`config.mk`:
```
export PLATFORM = sky130hd
export DESIGN_NAME = blr_slave_flat
export DESIGN_NICKNAME = d
export VERILOG_FILES = /design/src/rtl/blr_pkg.sv /design/src/rtl/blr_bus_if.sv /design/src/rtl/blr_slave.sv /design/src/flat_wrapper.sv
export VERILOG_INCLUDE_DIRS = /design/src /design/src/rtl
export SDC_FILE = /design/constraint.sdc
export NUM_CORES = 1
export LEC_CHECK = 0
export BUFFER_PORTS_ARGS = -buffer_cell sky130_fd_sc_hd__clkbuf_2
export CAP_MARGIN = 20
export CORE_ASPECT_RATIO = 1.4
export CORE_MARGIN = 2
export CORE_UTILIZATION = 40
export CTS_CLUSTER_DIAMETER = 50
export CTS_CLUSTER_SIZE = 25
export DETAILED_ROUTE_END_ITERATION = 12
export PLACE_DENSITY = 0.56
export REMOVE_ABC_BUFFERS = 1
export SYNTH_ARGS = -nofsm -noshare
export SYNTH_HDL_FRONTEND = slang
export SYNTH_SLANG_ARGS = --single-unit
```
`constraint.sdc`:
```
create_clock -name sys_clk -period 3.8 [get_ports sys_clk]
set_input_delay 0 -clock sys_clk [delete_from_list [all_inputs] [get_ports sys_clk]]
set_output_delay 0 -clock sys_clk [all_outputs]
set_load 0.1 [all_outputs]
```
`src/rtl/blr_defines.svh`:
```
`ifndef BLR_DEFINES_SVH
`define BLR_DEFINES_SVH
`define BLR_RESP_OKAY   2'h0
`define BLR_RESP_EXOKAY 2'h1
`define BLR_RESP_SLVERR 2'h2
`define BLR_RESP_DECERR 2'h3
`define BLR_LANE_BITS   8
`define BLR_MEM_BASE    32'h0000_0000
`endif

```
`src/rtl/blr_pkg.sv`:
```
package blr_pkg;
  typedef logic [1:0] blr_resp_t;
  typedef enum logic [1:0] {
    BLR_IDLE = 2'b00,
    BLR_DATA = 2'b01,
    BLR_RESP = 2'b11
  } blr_state_t;
endpackage : blr_pkg

```
`src/rtl/blr_bus_if.sv`:
```
`timescale 1ns/1ns
interface blr_bus_if #(
  parameter int AW = 32,
  parameter int DW = 32
);
  // write address
  logic          awvalid;
  logic          awready;
  logic [AW-1:0] awaddr;
  logic [7:0]    awlen;
  logic [2:0]    awsize;
  logic          awlock;
  // write data
  logic          wvalid;
  logic          wready;
  logic [DW-1:0] wdata;
  logic [DW/8-1:0] wstrb;
  logic          wlast;
  // write response
  logic          bvalid;
  logic          bready;
  logic [1:0]    bresp;
  // read address
  logic          arvalid;
  logic          arready;
  logic [AW-1:0] araddr;
  logic [7:0]    arlen;
  logic [2:0]    arsize;
  logic          arlock;
  // read data
  logic          rvalid;
  logic          rready;
  logic [DW-1:0] rdata;
  logic [1:0]    rresp;
  logic          rlast;

  modport slave (input awvalid, awaddr, awlen, awsize, awlock, wvalid, wdata, wstrb, wlast, bready,
                 arvalid, araddr, arlen, arsize, arlock, rready,
                 output awready, wready, bvalid, bresp, arready, rvalid, rdata, rresp, rlast);
  modport master (output awvalid, awaddr, awlen, awsize, awlock, wvalid, wdata, wstrb, wlast, bready,
                  arvalid, araddr, arlen, arsize, arlock, rready,
                  input awready, wready, bvalid, bresp, arready, rvalid, rdata, rresp, rlast);
endinterface : blr_bus_if

```
`src/rtl/blr_slave.sv`:
```
`timescale 1ns/1ns
`include "blr_defines.svh"
module blr_slave
  import blr_pkg::*;
#(
  parameter int AW    = 32,
  parameter int DW    = 32,
  parameter int DEPTH = 16,
  parameter logic [AW-1:0] MEM_SPAN = 32'h0000_1000
) (
  // clock and reset
  input  wire logic sys_clk,
  input  wire logic rst,
  // bus
  blr_bus_if.slave  bus,
  // user side
  input  wire logic big_endian_view,
  input  wire logic store_enable,
  input  wire logic [$clog2(DEPTH)-1:0] peek_index,
  output logic [DW-1:0] peek_data,
  output logic          error_seen
);
  localparam int NB = DW / 8;
  localparam int IW = $clog2(DEPTH);
  localparam int SW = $clog2(NB);

  logic [DW-1:0] mem [DEPTH];
  blr_state_t    wstate;
  blr_state_t    rstate;
  logic [AW-1:0] waddr;
  logic [2:0]    wsize;
  blr_resp_t     wresp;
  logic [AW-1:0] raddr;
  logic [2:0]    rsize;
  logic [7:0]    rcount;
  logic          rdecode;
  logic          rexcl;
  logic          excl_valid;
  logic [AW-1:0] excl_addr;

  function automatic logic in_range(input logic [AW-1:0] a);
    return (a - AW'(`BLR_MEM_BASE)) < MEM_SPAN;
  endfunction : in_range

  function automatic logic [IW-1:0] word_index(input logic [AW-1:0] a);
    return a[SW +: IW];
  endfunction : word_index

  // address step to the next aligned beat; the unaligned start is simply masked away
  function automatic logic [AW-1:0] next_beat(input logic [AW-1:0] a, input logic [2:0] s);
    logic [AW-1:0] n;
    n = AW'(1) << s;
    return (a & ~(n - AW'(1))) + n;
  endfunction : next_beat

  function automatic logic [DW-1:0] swap_bytes(input logic [DW-1:0] d);
    logic [DW-1:0] r;
    r = '0;
    for (int i = 0; i < NB; i++) begin
      r[i*`BLR_LANE_BITS +: `BLR_LANE_BITS] = d[(NB-1-i)*`BLR_LANE_BITS +: `BLR_LANE_BITS];
    end
    return r;
  endfunction : swap_bytes

  // write channel
  always_ff @(posedge sys_clk) begin
    if (rst) begin
      wstate     <= BLR_IDLE;
      waddr      <= '0;
      wsize      <= '0;
      wresp      <= `BLR_RESP_OKAY;
    end else begin
      case (wstate)
        BLR_IDLE: begin
          if (bus.awvalid) begin
            waddr  <= bus.awaddr;
            wsize  <= bus.awsize;
            wstate <= BLR_DATA;
            if (!in_range(bus.awaddr)) begin
              wresp <= `BLR_RESP_DECERR;
            end else if (!store_enable || (bus.awsize > 3'(SW))) begin
              wresp <= `BLR_RESP_SLVERR;
            end else if (bus.awlock && excl_valid && excl_addr == bus.awaddr) begin
              wresp <= `BLR_RESP_EXOKAY;
            end else begin
              wresp <= `BLR_RESP_OKAY;
            end
          end
        end
        BLR_DATA: begin
          if (bus.wvalid) begin
            waddr <= next_beat(waddr, wsize);
            if (bus.wlast) begin
              wstate <= BLR_RESP;
            end
          end
        end
        BLR_RESP: begin
          if (bus.bready) begin
            wstate <= BLR_IDLE;
          end
        end
        default: wstate <= BLR_IDLE;
      endcase
    end
  end

  // storage: lanes map straight to memory bytes, strobe per lane
  always_ff @(posedge sys_clk) begin
    if (wstate == BLR_DATA && bus.wvalid && wresp[1] == 1'b0) begin
      for (int i = 0; i < NB; i++) begin
        if (bus.wstrb[i]) begin
          mem[word_index(waddr)][i*`BLR_LANE_BITS +: `BLR_LANE_BITS] <=
            bus.wdata[i*`BLR_LANE_BITS +: `BLR_LANE_BITS];
        end
      end
    end
  end

  // exclusive monitor: one tracked address, cleared when any write response is taken, whatever its address, unless a locked read arms it in that cycle
  always_ff @(posedge sys_clk) begin
    if (rst) begin
      excl_valid <= 1'b0;
      excl_addr  <= '0;
    end else if (rstate == BLR_IDLE && bus.arvalid && bus.arlock && in_range(bus.araddr)) begin
      excl_valid <= 1'b1;
      excl_addr  <= bus.araddr;
    end else if (wstate == BLR_RESP && bus.bready) begin
      excl_valid <= 1'b0;
    end
  end

  // read channel
  always_ff @(posedge sys_clk) begin
    if (rst) begin
      rstate  <= BLR_IDLE;
      raddr   <= '0;
      rsize   <= '0;
      rcount  <= '0;
      rdecode <= 1'b0;
      rexcl   <= 1'b0;
    end else begin
      case (rstate)
        BLR_IDLE: begin
          if (bus.arvalid) begin
            raddr   <= bus.araddr;
            rsize   <= bus.arsize;
            rcount  <= bus.arlen;
            rdecode <= !in_range(bus.araddr);
            rexcl   <= bus.arlock;
            rstate  <= BLR_DATA;
          end
        end
        BLR_DATA: begin
          if (bus.rready) begin
            raddr <= next_beat(raddr, rsize);
            rcount <= rcount - 8'h01;
            if (rcount == 8'h00) begin
              rstate <= BLR_IDLE;
            end
          end
        end
        default: rstate <= BLR_IDLE;
      endcase
    end
  end

  // outputs
  always_comb begin
    bus.awready = (wstate == BLR_IDLE);
    bus.wready  = (wstate == BLR_DATA);
    bus.bvalid  = (wstate == BLR_RESP);
    bus.bresp   = wresp;
    bus.arready = (rstate == BLR_IDLE);
    bus.rvalid  = (rstate == BLR_DATA);
    bus.rlast   = (rstate == BLR_DATA) && (rcount == 8'h00);
    bus.rdata   = rdecode ? '0 : mem[word_index(raddr)];
    // per-beat response: the beat that falls past the store reports its own error
    if (rdecode) begin
      bus.rresp = `BLR_RESP_DECERR;
    end else if (!in_range(raddr) || rsize > 3'(SW) || !store_enable) begin
      bus.rresp = `BLR_RESP_SLVERR;
    end else if (rexcl) begin
      bus.rresp = `BLR_RESP_EXOKAY;
    end else begin
      bus.rresp = `BLR_RESP_OKAY;
    end
  end

  // user peek: big-endian view swaps lanes, memory bytes stay put
  always_ff @(posedge sys_clk) begin
    if (rst) begin
      peek_data  <= '0;
      error_seen <= 1'b0;
    end else begin
      peek_data <= big_endian_view ? swap_bytes(mem[peek_index]) : mem[peek_index];
      if ((bus.bvalid && bus.bresp[1]) || (bus.rvalid && bus.rresp[1])) begin
        error_seen <= 1'b1;
      end
    end
  end
endmodule : blr_slave

```
`src/flat_wrapper.sv`:
```
// flat-port wrapper written by rule: the top's interface ports become plain ports
module blr_slave_flat import blr_pkg::*;
#(
  parameter int AW    = 32,
  parameter int DW    = 32,
  parameter int DEPTH = 16,
  parameter logic [AW-1:0] MEM_SPAN = 32'h0000_1000
)
  (sys_clk, rst, big_endian_view, store_enable, peek_index, peek_data, error_seen, bus_awvalid, bus_awaddr, bus_awlen, bus_awsize, bus_awlock, bus_wvalid, bus_wdata, bus_wstrb, bus_wlast, bus_bready, bus_arvalid, bus_araddr, bus_arlen, bus_arsize, bus_arlock, bus_rready, bus_awready, bus_wready, bus_bvalid, bus_bresp, bus_arready, bus_rvalid, bus_rdata, bus_rresp, bus_rlast);
  blr_bus_if #(.AW(AW), .DW(DW)) bus_i ();
  input  wire logic sys_clk;
  input  wire logic rst;
  input  wire logic big_endian_view;
  input  wire logic store_enable;
  input  wire logic [$clog2(DEPTH)-1:0] peek_index;
  output logic [DW-1:0] peek_data;
  output logic error_seen;
  input wire logic [$bits(bus_i.awvalid)-1:0] bus_awvalid;
  input wire logic [$bits(bus_i.awaddr)-1:0] bus_awaddr;
  input wire logic [$bits(bus_i.awlen)-1:0] bus_awlen;
  input wire logic [$bits(bus_i.awsize)-1:0] bus_awsize;
  input wire logic [$bits(bus_i.awlock)-1:0] bus_awlock;
  input wire logic [$bits(bus_i.wvalid)-1:0] bus_wvalid;
  input wire logic [$bits(bus_i.wdata)-1:0] bus_wdata;
  input wire logic [$bits(bus_i.wstrb)-1:0] bus_wstrb;
  input wire logic [$bits(bus_i.wlast)-1:0] bus_wlast;
  input wire logic [$bits(bus_i.bready)-1:0] bus_bready;
  input wire logic [$bits(bus_i.arvalid)-1:0] bus_arvalid;
  input wire logic [$bits(bus_i.araddr)-1:0] bus_araddr;
  input wire logic [$bits(bus_i.arlen)-1:0] bus_arlen;
  input wire logic [$bits(bus_i.arsize)-1:0] bus_arsize;
  input wire logic [$bits(bus_i.arlock)-1:0] bus_arlock;
  input wire logic [$bits(bus_i.rready)-1:0] bus_rready;
  output wire logic [$bits(bus_i.awready)-1:0] bus_awready;
  output wire logic [$bits(bus_i.wready)-1:0] bus_wready;
  output wire logic [$bits(bus_i.bvalid)-1:0] bus_bvalid;
  output wire logic [$bits(bus_i.bresp)-1:0] bus_bresp;
  output wire logic [$bits(bus_i.arready)-1:0] bus_arready;
  output wire logic [$bits(bus_i.rvalid)-1:0] bus_rvalid;
  output wire logic [$bits(bus_i.rdata)-1:0] bus_rdata;
  output wire logic [$bits(bus_i.rresp)-1:0] bus_rresp;
  output wire logic [$bits(bus_i.rlast)-1:0] bus_rlast;
  assign bus_i.awvalid = bus_awvalid;
  assign bus_i.awaddr = bus_awaddr;
  assign bus_i.awlen = bus_awlen;
  assign bus_i.awsize = bus_awsize;
  assign bus_i.awlock = bus_awlock;
  assign bus_i.wvalid = bus_wvalid;
  assign bus_i.wdata = bus_wdata;
  assign bus_i.wstrb = bus_wstrb;
  assign bus_i.wlast = bus_wlast;
  assign bus_i.bready = bus_bready;
  assign bus_i.arvalid = bus_arvalid;
  assign bus_i.araddr = bus_araddr;
  assign bus_i.arlen = bus_arlen;
  assign bus_i.arsize = bus_arsize;
  assign bus_i.arlock = bus_arlock;
  assign bus_i.rready = bus_rready;
  assign bus_awready = bus_i.awready;
  assign bus_wready = bus_i.wready;
  assign bus_bvalid = bus_i.bvalid;
  assign bus_bresp = bus_i.bresp;
  assign bus_arready = bus_i.arready;
  assign bus_rvalid = bus_i.rvalid;
  assign bus_rdata = bus_i.rdata;
  assign bus_rresp = bus_i.rresp;
  assign bus_rlast = bus_i.rlast;
  blr_slave #(.AW(AW), .DW(DW), .DEPTH(DEPTH), .MEM_SPAN(MEM_SPAN)) u_core (.sys_clk(sys_clk), .rst(rst), .bus(bus_i), .big_endian_view(big_endian_view), .store_enable(store_enable), .peek_index(peek_index), .peek_data(peek_data), .error_seen(error_seen));
endmodule
```
Word-level counts from Yosys, hierarchy flattened
Memories as Yosys holds them, arrays and structs flattened. A register that Yosys moved wholly into a read port is not among the register bits.
Index checks and enable logic that the tools add are counted.
- logic and storage cells: 115
- output and inout port bits: 75
- bits in registers: 152
- bits in read-only memories: 0
- bits of input ports: 138
- bits in latches: 0
- bits in writable memories: 512
- memories: 1
- add/sub/neg operators: 5
- multiply operators: 0
- order comparisons: 5
- shifts and indexed selects: 2
- multiplexer cells: 42
- equality and inequality tests: 11
- bitwise logic cells: 5
- reductions and logical operators: 30
- divide/modulo/power cells: 0
- memory list (memory ; words ; width ; rd ports ; clocked after memory_dff ; wr ports ; line ; RTL):
    u_core.mem ; 16 ; 32 ; 2 ; 1 ; 1 ; blr_slave.sv:27 ; logic [DW-1:0] mem [DEPTH];
- operator list (operator ; count):
    32-bit 2-to-1 mux ; 6
    32-bit one-hot mux with 2 select lines ; 2
    32-bit by 13-bit less-than comparator with 1-bit output, second input constant ; 3
    32-bit adder ; 2
    32-bit AND ; 2
    32-bit NOT ; 2
    1-bit by 3-bit << shifter with 32-bit output, first input constant ; 2
    32-bit by 1-bit subtractor with 32-bit output, second input constant ; 2
    32-bit == test ; 1
    2-bit 2-to-1 mux ; 11
    1-bit 2-to-1 mux ; 16
    8-bit 2-to-1 mux ; 2
    8-bit one-hot mux with 2 select lines ; 1
    2-bit != test, second input constant ; 7
    1-bit logical AND ; 11
    3-bit AND reduction ; 3
    8-bit logical NOT ; 1
    4-bit 2-to-1 mux ; 2
    8-bit by 1-bit subtractor with 8-bit output, second input constant ; 1
    3-bit by 2-bit greater-than comparator with 1-bit output, second input constant ; 2
    2-bit one-hot mux with 3 select lines ; 1
    2-bit nonzero test ; 3
    2-bit by 1-bit == test with 1-bit output, second input constant ; 2
    2-bit logical NOT ; 2
    other kinds (7) ; 13

Longest topological paths before layout
Gate-level depths: netlist (run 1).
- word-level depth: 9
- gate-level depth with buffers: 13
- depth with buffers taken out: 11

Worst setup path before layout (run 1)
Ideal clock, no wire load.
- kind: reg-to-reg
- start: register u_core.rsize[1]
- end: register u_core.raddr[31]
- path slack: 0.939 ns
- data arrival time: 2.745 ns
- library setup time: 0.116 ns
- buffers on the path: 2
- clock period less this slack: 2.861 ns
- stages on the path, launching flop included: 12
- cells stage by stage: dfxtp_1 -> buf_4 -> clkbuf_1 -> and3_1 -> ha_1 -> and2_1 -> ha_1 -> o21ai_1 -> o21ai_2 -> a31oi_2 -> or4b_4 -> a41o_1
- word-level cells in the longest chain between the ends: 7
- ends and longest elaborated chain (what ; line ; RTL):
    start, declared ; blr_slave.sv:34 ; logic [2:0] rsize;
    start signal, assigned ; blr_slave.sv:147 ; rsize <= bus.arsize;
    1-bit by 3-bit << shifter with 32-bit output (*) ; blr_slave.sv:52 ; n = AW'(1) << s;
    32-bit by 1-bit subtractor with 32-bit output ; blr_slave.sv:53 ; return (a & ~(n - AW'(1))) + n;
    32-bit NOT ; blr_slave.sv:53 ;
    32-bit AND ; blr_slave.sv:53 ;
    32-bit adder (*) ; blr_slave.sv:53 ;
    32-bit 2-to-1 mux (*) ; blr_slave.sv:155 ; if (bus.rready) begin
    32-bit one-hot mux with 2 select lines (*) ; blr_slave.sv:143 ; case (rstate)
    end signal, assigned ; blr_slave.sv:146 ; raddr <= bus.araddr;
    end signal, assigned ; blr_slave.sv:156 ; raddr <= next_beat(raddr, rsize);
    end, declared ; blr_slave.sv:33 ; logic [AW-1:0] raddr;
Mark *: on every way between the ends. The rest lies on a longest branch, timed or not. The select of a mux whose other input is x is not followed.
A chain may end at the register's enable or synchronous reset.

Worst setup path after layout (run 1)
- start: register u_core.wsize[2]
- end: register u_core.waddr[4]
- word-level cells in the longest chain between the ends: 7
- ends and longest elaborated chain (what ; line ; RTL):
    start, declared ; blr_slave.sv:31 ; logic [2:0] wsize;
    start signal, assigned ; blr_slave.sv:77 ; wsize <= bus.awsize;
    1-bit by 3-bit << shifter with 32-bit output (*) ; blr_slave.sv:52 ;
    32-bit by 1-bit subtractor with 32-bit output ; blr_slave.sv:53 ;
    32-bit NOT ; blr_slave.sv:53 ;
    32-bit AND ; blr_slave.sv:53 ;
    32-bit adder (*) ; blr_slave.sv:53 ;
    32-bit 2-to-1 mux (*) ; blr_slave.sv:91 ; if (bus.wvalid) begin
    32-bit one-hot mux with 2 select lines (*) ; blr_slave.sv:73 ; case (wstate)
    end signal, assigned ; blr_slave.sv:76 ; waddr <= bus.awaddr;
    end signal, assigned ; blr_slave.sv:92 ; waddr <= next_beat(waddr, wsize);
    end, declared ; blr_slave.sv:30 ; logic [AW-1:0] waddr;
Marks and branches as above.

==> results of run 1 <==
cell usage after synthesis, types with 3 or more instances:
cell type / count / area share [%]
and3_1: 30 / 0.62
nand4_1: 15 / 0.31
buf_1: 19 / 0.24
clkbuf_1: 82 / 1.0
nand2b_1: 6 / 0.12
dfxtp_1: 129 / 8.6
a211oi_1: 16 / 0.40
edfxtp_1: 512 / 51
a21oi_1: 55 / 0.91
and2_1: 7 / 0.15
mux4_2: 320 / 24
inv_1: 16 / 0.20
o21a_1: 4 / 0.10
xor2_1: 32 / 0.93
a221oi_1: 5 / 0.15
xnor2_1: 11 / 0.32
buf_4: 3 / 0.075
or4_1: 4 / 0.10
mux2i_1: 43 / 1.4
nor2_1: 151 / 1.9
buf_2: 30 / 0.50
nor2b_1: 49 / 1.0
nand3_1: 24 / 0.40
o21ai_0: 33 / 0.55
o211ai_1: 4 / 0.10
a21o_1: 4 / 0.10
or2_2: 3 / 0.062
nor3b_1: 3 / 0.075
nor4_1: 28 / 0.58
nand2_1: 100 / 1.2
a311oi_1: 13 / 0.38
nand3b_1: 3 / 0.075
ha_1: 8 / 0.33
a31oi_1: 10 / 0.21
o221ai_1: 5 / 0.15
nor3_1: 16 / 0.27
a22oi_1: 5 / 0.12
routing by layer:
layer,track usage [%],part of all wire [%],vias to the layer above
li1,-,-,8209
met1,26.18,38,9727
met2,41.41,55,628
met3,3.155,5.5,119
met4,5.289,2.0,2
met5,0,0.0082,-
power by group through the flow:
stage / Clock, mW / Combinational [mW] / Sequential, mW
after floorplan: 0 / 1.46 / 8.27
after global placement: 0 / 2.47 / 7.96
after detailed placement: 0 / 2.49 / 7.96
after CTS: 6.19 / 2.59 / 7.80
after global routing: 6.45 / 2.71 / 7.82
final: 6.04 / 2.57 / 7.81
through the flow:
| stage | std cells | hold slack, ns |
|---|---|---|
| finish | 3204 | 0.03052 |
| global route | 3204 | 0.04417 |
| CTS | 3204 | 0.002373 |
| detailed placement | 2985 | 0.2567 |
| global placement | 2985 | 0.2582 |
| floorplan | 1709 | 0.06907 |
sequential cells by signal, summed over array words and instances, names as in the netlist, 2 cells and up, named ones only:
| name | count |
|---|---|
| u_core.mem | 512 |
| u_core.excl_addr | 32 |
| u_core.peek_data | 32 |
| u_core.raddr | 32 |
| u_core.rcount | 8 |
| u_core.waddr | 6 |
| u_core.rsize | 3 |
| u_core.wsize | 3 |
| u_core.bus.bresp | 2 |
| u_core.wstate | 2 |
repair_timing:
item | 4_1_cts | 5_1_grt
gates resized for setup | 0 | 0
hold buffers | 118 | 0
endpoints found under the hold margin | 610 | 0
layout by cell type (no fill, tap or decap), types with 5 or more instances in the layout:
| cell | count |
|---|---|
| a211oi_1 | 16 |
| a21oi_1 | 55 |
| a221oi_1 | 5 |
| a22oi_1 | 5 |
| a311oi_1 | 13 |
| a31oi_1 | 10 |
| and2_1 | 7 |
| and3_1 | 30 |
| buf_12 | 11 |
| buf_4 | 94 |
| clkbuf_16 | 57 |
| clkbuf_2 | 200 |
| clkinv_8 | 5 |
| clkinvlp_4 | 6 |
| dfxtp_1 | 124 |
| dlygate4sd3_1 | 118 |
| edfxtp_1 | 512 |
| ha_1 | 8 |
| inv_1 | 16 |
| inv_6 | 7 |
| inv_8 | 18 |
| mux2i_1 | 43 |
| mux4_2 | 320 |
| nand2_1 | 100 |
| nand2b_1 | 6 |
| nand3_1 | 24 |
| nand4_1 | 15 |
| nor2_1 | 151 |
| nor2b_1 | 48 |
| nor3_1 | 16 |
| nor4_1 | 28 |
| o21ai_0 | 33 |
| o221ai_1 | 5 |
| xnor2_1 | 11 |
| xor2_1 | 32 |
logic make-up (layout without fill, tap and decap cells):
family                   after synthesis  after routing  share of synthesized area (%)
AO/OA/AOI/OAI                        180            180                          3.969
XOR/XNOR                              43             43                          1.250
adder cells (fa/ha/maj)                8              8                         0.3322
buffers and inverters                152            545                          2.055
flip-flops                           641            641                          59.59
multiplexers                         364            364                          25.38
AND/OR/NAND/NOR                      455            455                          7.420
area by class of cell:
class                      instances  area [sq um]
clock buffer                      58          1430
clock inverter                    43         510.5
fill                            6321         39010
inverter                          18         67.56
multi-input combinational       1050         11560
sequential                       641         17970
tap                              968          1211
timing repair buffer             426          3138
critical path, delay by kind of cell (launching register included):
kind                       cells  cell delay [ns]
AOI/OAI and AO/OA              7             0.90
adders and majority gates      1             0.26
buffers and inverters          3             1.41
DFF                            1             0.57
and+or+nand+nor                1             0.24
worst paths after layout:
| kind | cells past startpoint | end | slack [ns] | from |
|---|---|---|---|---|
| worst max-delay path | 12 | u_core.waddr[4]$_SDFFE_PP0P_ | 0.31 | u_core.wsize[2]$_SDFFE_PP0P_ |
| worst min-delay path | 3 | u_core.peek_data[21]$_SDFF_PP0_ | 0.03 | big_endian_view |
| worst max register to register | 12 | u_core.waddr[4]$_SDFFE_PP0P_ | 0.31 | u_core.wsize[2]$_SDFFE_PP0P_ |
| worst min register to register | 2 | u_core.excl_addr[8]$_SDFFE_PP0P_ | 0.47 | u_core.excl_addr[8]$_SDFFE_PP0P_ |
==> impl_metrics.tcl, run 1 <==
set metrics [dict create \
    first_pass_iters 5 \
    finalSetupViolCount 0 \
    drt-wirelength-per-cell_microns 26.56 \
    crit_path_max_fanout 11 \
    synthCells 1843 \
    yosysSeqAreaShare_pct 59.59 \
    initial_core_util_pct 40.24 \
    clock_power_share_pct 36.8 \
    seqPwrFrac_pct 47.6 \
    cp_slowest_cell "dlygate4sd3_1" \
    p_int_mw 11.59 \
    powerDensity_nw_per_um2 457.4 \
    ys_seq_elements 641 \
    stdcell_area_sq_um 35890 \
    port_buffers 204 \
    hold_viol 0 \
    cts_setup_buffers 0 \
    critPathRequiredTime_ns 4.33 \
    fp.dieH_microns 328.8 \
    vias 18685 \
    synth_edf_count 512 \
    drive_gt1_share_pct 33.68 \
    endpoint_kind "register" \
    via_per_inst 5.832 \
    p_comb_share_pct 15.6 \
    num_antenna_cells 0 \
    synthArstFlopShare_pct 0 \
    grt_pass1_vias 19521 \
    syn_to_final_growth_pct 19.09 \
    insertion_delay_ns 0.63 \
    grt_pass1_wl_microns 124900 \
    leakage_nw 12.05 \
    drc_errors 0 \
    max_freq_mhz 286.8 \
    grt_start_max_net_pins 66 \
    grt_overflow 0 \
    critPathArrivalTime_ns 4.01 \
    synth_area_per_cell_sq_um 16.35 \
    setup_ws_ns 0.3135 \
    postRouteAntennaNets 0 \
    hp-class "input port to register" \
    p_total_mw 16.41 \
    die_w_microns 236.0 \
    slew_headroom_pct 34.44 \
    synth_ff_type "edfxtp_1" \
    fin_crit_sh_pct 91.75 \
    cp_common_cell "a21oi_1" \
    period_needed_ns 3.487 \
    max-vdd-ir-drop_uv 391.5 \
    num_rows 119 \
    dieArea_sq_um 77580 \
    crit_chain "inv_1, and3_1, ha_1, o21a_1, o211ai_1, a21oi_1, a21oi_1, o221ai_1, o211ai_1, dlygate4sd3_1, a21oi_1, dlygate4sd3_1" \
    clkTransAtPathRegs_ns 0.08 \
    critical_path_class "register to register" \
    htreeDepth 2 \
    fin_nets 2337 \
    switchingPower_mw 4.821 \
    place_ws_ns 0.6278 \
    drv_cap 0 \
    clock_sinks 641 \
    routabilityCongestion 0.8525 \
    ios 213 \
    cts_buffers 54 \
    status "finished, final reports clean" \
    hpwl_microns 54630 \
    syn_area_sq_um 30130 \
    utilization_pct 47.92 \
    place_area_sq_um 32760 \
    worst_pin_slew_ns 0.9810 \
    slew_violations 0 \
    ys_types 74 \
    coreArea_sq_um 74890 \
    startpoint_type "register" \
    root_buffer "clkbuf_16" \
    cts_tree "yes" \
    p_sw_share_pct 29.37 \
    rsz0062_at_grt "false" \
    wirelength_microns 85100 \
    crit_path_max_incr_delay_ns 0.59 \
    grt_use_total_pct 21.91 \
    drtIter0Drc 1473 \
    clockBufferDepth 3 \
    setup-tns-final_ns 0 \
    antenna_found_initial 1 \
    fin_skew_ns 0.02084 \
    ys_warn_count 0 \
]
No activity file was read; power rests on OpenSTA's default activity.
==> run 2, diff against run 1 <==
--- a/config.mk
+++ b/config.mk
@@ -11,6 +11,7 @@
 export CORE_ASPECT_RATIO = 1.4
 export CORE_MARGIN = 2
 export CORE_UTILIZATION = 40
+export CTS_BUF_LIST = sky130_fd_sc_hd__clkbuf_8
 export CTS_CLUSTER_DIAMETER = 50
 export CTS_CLUSTER_SIZE = 25
 export DETAILED_ROUTE_END_ITERATION = 12
==> constraint.sdc (replaced) <==
create_clock -name sys_clk -period 4.1 [get_ports sys_clk]
set_input_delay 0 -clock sys_clk [delete_from_list [all_inputs] [get_ports sys_clk]]
set_output_delay 0 -clock sys_clk [all_outputs]
set_load 0.1 [all_outputs]
==> run 2 against run 1 <==
Critical path depth is the same. Final area shrank 2.4%. Count of clock-buffer cells in the layout shrank 5. Sequential cell count is the same. Clock skew grew 0.022 ns. Critical endpoint is now u_core.raddr[24]$_SDFFE_PP0P_. Largest cell class unchanged. Largest power group unchanged.
==> impl_metrics.tcl, run 2 (synthesis gave the netlist of run 1 again) <==
set metrics [dict create \
    die_w_microns 236.0 \
    drc_errors 0 \
    ctsResizeCount 0 \
    dieArea_sq_um 77580 \
    clock_sinks 641 \
    endpoint_kind "register" \
    max_freq_mhz 267.1 \
    antenna_found_initial 2 \
    dpl.cell_count 2981 \
    port_buffers 204 \
    powerDensity_nw_per_um2 386.3 \
    hpwl_microns 54020 \
    place_ws_ns 0.7812 \
    fp.dieH_microns 328.8 \
    insertion_delay_ns 0.73 \
    leakage_nw 11.66 \
    drive_gt1_share_pct 33.11 \
    grt_overflow 0 \
    crit_family "simple AND/OR/NAND/NOR gates" \
    switchingPower_mw 4.109 \
    cts_tree "yes" \
    rsz0062_at_grt "false" \
    seqPwrFrac_pct 53.6 \
    coreArea_sq_um 74890 \
    hold_depth 5 \
    first_pass_iters 5 \
    initial_core_util_pct 40.24 \
    utilization_pct 46.78 \
    critPathRequiredTime_ns 4.70 \
    layout_commonest_cell "edfxtp_1" \
    via_per_inst 5.819 \
    drtIter0Drc 1661 \
    layout_common_cells "edfxtp_1 (512), mux4_2 (320), clkbuf_2 (200)" \
    largest_reg_flops 512 \
    vias 18574 \
    drv_cap 0 \
    root_buffer "clkbuf_8" \
    crit_cells 12 \
    ios 213 \
    period_needed_ns 3.744 \
    setup_ws_ns 0.3558 \
    finalSetupViolCount 0 \
    routabilityCongestion 0.8377 \
    cts_setup_buffers 0 \
    grt_use_total_pct 21.72 \
    setup-tns-final_ns 0 \
    fin_skew_ns 0.04268 \
    p_sw_share_pct 30.36 \
    r2r_end "u_core.raddr[24]$_SDFFE_PP0P_" \
    slew_headroom_pct 25.83 \
    status "finished, final reports clean" \
    hp-start "bus_wvalid" \
    fin_crit_sh_pct 91.32 \
    r2r-start "u_core.rsize[1]$_SDFFE_PP0P_" \
    final_cell_count_no_fill 3192 \
    grt_pass1_vias 19324 \
    clock_power_share_pct 29.0 \
    hp-class "input port to register" \
    worst_pin_slew_ns 1.113 \
    place_area_sq_um 32710 \
    max-vdd-ir-drop_uv 225.6 \
    cts_buffers 51 \
    critPathArrivalTime_ns 4.34 \
    htreeDepth 2 \
    cp_slowest_cell "dlygate4sd3_1" \
    drt-wirelength-per-cell_microns 26.46 \
    holdPathEnd "u_core.waddr[3]$_SDFFE_PP0P_" \
    clockBufferDepth 3 \
    crit_path_max_fanout 12 \
    r2r_cells 12 \
    rrSetupSlack_ns 0.36 \
    postRouteAntennaNets 0 \
    fin_nets 2330 \
    crit_chain "buf_4, or2_2, nor3b_1, ha_1, nand2_1, o32ai_1, or2_1, a31oi_4, or4_1, nand3_1, a21oi_1, dlygate4sd3_1" \
    slew_violations 0 \
    grt_pass1_wl_microns 124200 \
    syn_to_final_growth_pct 16.27 \
    wirelength_microns 84460 \
    clkTransAtPathRegs_ns 0.12 \
    num_rows 119 \
    grt_start_max_net_pins 79 \
    critical_path_class "register to register" \
    startpoint_type "register" \
    hold_viol 0 \
    largest-register "u_core.mem" \
    crit_buf_inv 2 \
    p_int_mw 9.424 \
    hold_buffers 118 \
    stdcell_area_sq_um 35040 \
    p_comb_share_pct 17.4 \
    crit_path_max_incr_delay_ns 0.59 \
]
## run 2: layout make-up
| type | instances | area (sq um) |
|---|---|---|
| diodes | 1 | 2.502 |
| clock buffers | 53 | 729.5 |
| clock inverters | 39 | 414.1 |
| fillers | 6463 | 39860 |
| inverters | 18 | 67.56 |
| multi-input cells | 1050 | 11560 |
| flip-flops and latches | 641 | 17970 |
| well taps | 968 | 1211 |
| repair buffers | 422 | 3083 |
## run 2: metrics by stage
stage | hold WS (ns) | total power, mW
floorplan | 0.06907 | 9.013
global placement | 0.2598 | 9.661
detailed placement | 0.2593 | 9.682
CTS | 0.03341 | 13.68
global route | 0.08313 | 14.02
finish | 0.08037 | 13.53
## run 2: power groups by stage
| stage | Sequential [mW] | Clock [mW] | Combinational (mW) |
|---|---|---|---|
| after floorplan | 7.66 | 0 | 1.35 |
| after global placement | 7.40 | 0 | 2.26 |
| after detailed placement | 7.40 | 0 | 2.28 |
| after CTS | 7.25 | 4.05 | 2.38 |
| after global routing | 7.27 | 4.26 | 2.48 |
| final | 7.25 | 3.93 | 2.35 |
## run 2: worst max path at each step
stage,from,endpoint,slack (ns)
detailed placement,u_core.rsize[1]$_SDFFE_PP0P_,u_core.raddr[25]$_SDFFE_PP0P_,0.78
CTS,u_core.rsize[1]$_SDFFE_PP0P_,u_core.raddr[24]$_SDFFE_PP0P_,0.40
global route,u_core.rsize[1]$_SDFFE_PP0P_,u_core.raddr[24]$_SDFFE_PP0P_,0.12
global placement,u_core.rsize[1]$_SDFFE_PP0P_,u_core.raddr[23]$_SDFFE_PP0P_,0.80
floorplan,register,bus_rdata[0],-3.38
finish,u_core.rsize[1]$_SDFFE_PP0P_,u_core.raddr[24]$_SDFFE_PP0P_,0.36
## run 2: worst min-delay path: cells and delay by family
kind	cells	cell delay, ns
simple gates	1	0.05
buf+inv	1	0.16
compound gates	3	0.53
## run 2: metal layers
layer | vias to the layer above | wire (microns) | track usage (%)
li1 | 8173 | - | -
met1 | 9757 | 32640 | 26.50
met2 | 544 | 46030 | 40.84
met3 | 98 | 4155 | 2.895
met4 | 2 | 1623 | 4.777
met5 | - | 13 | 0
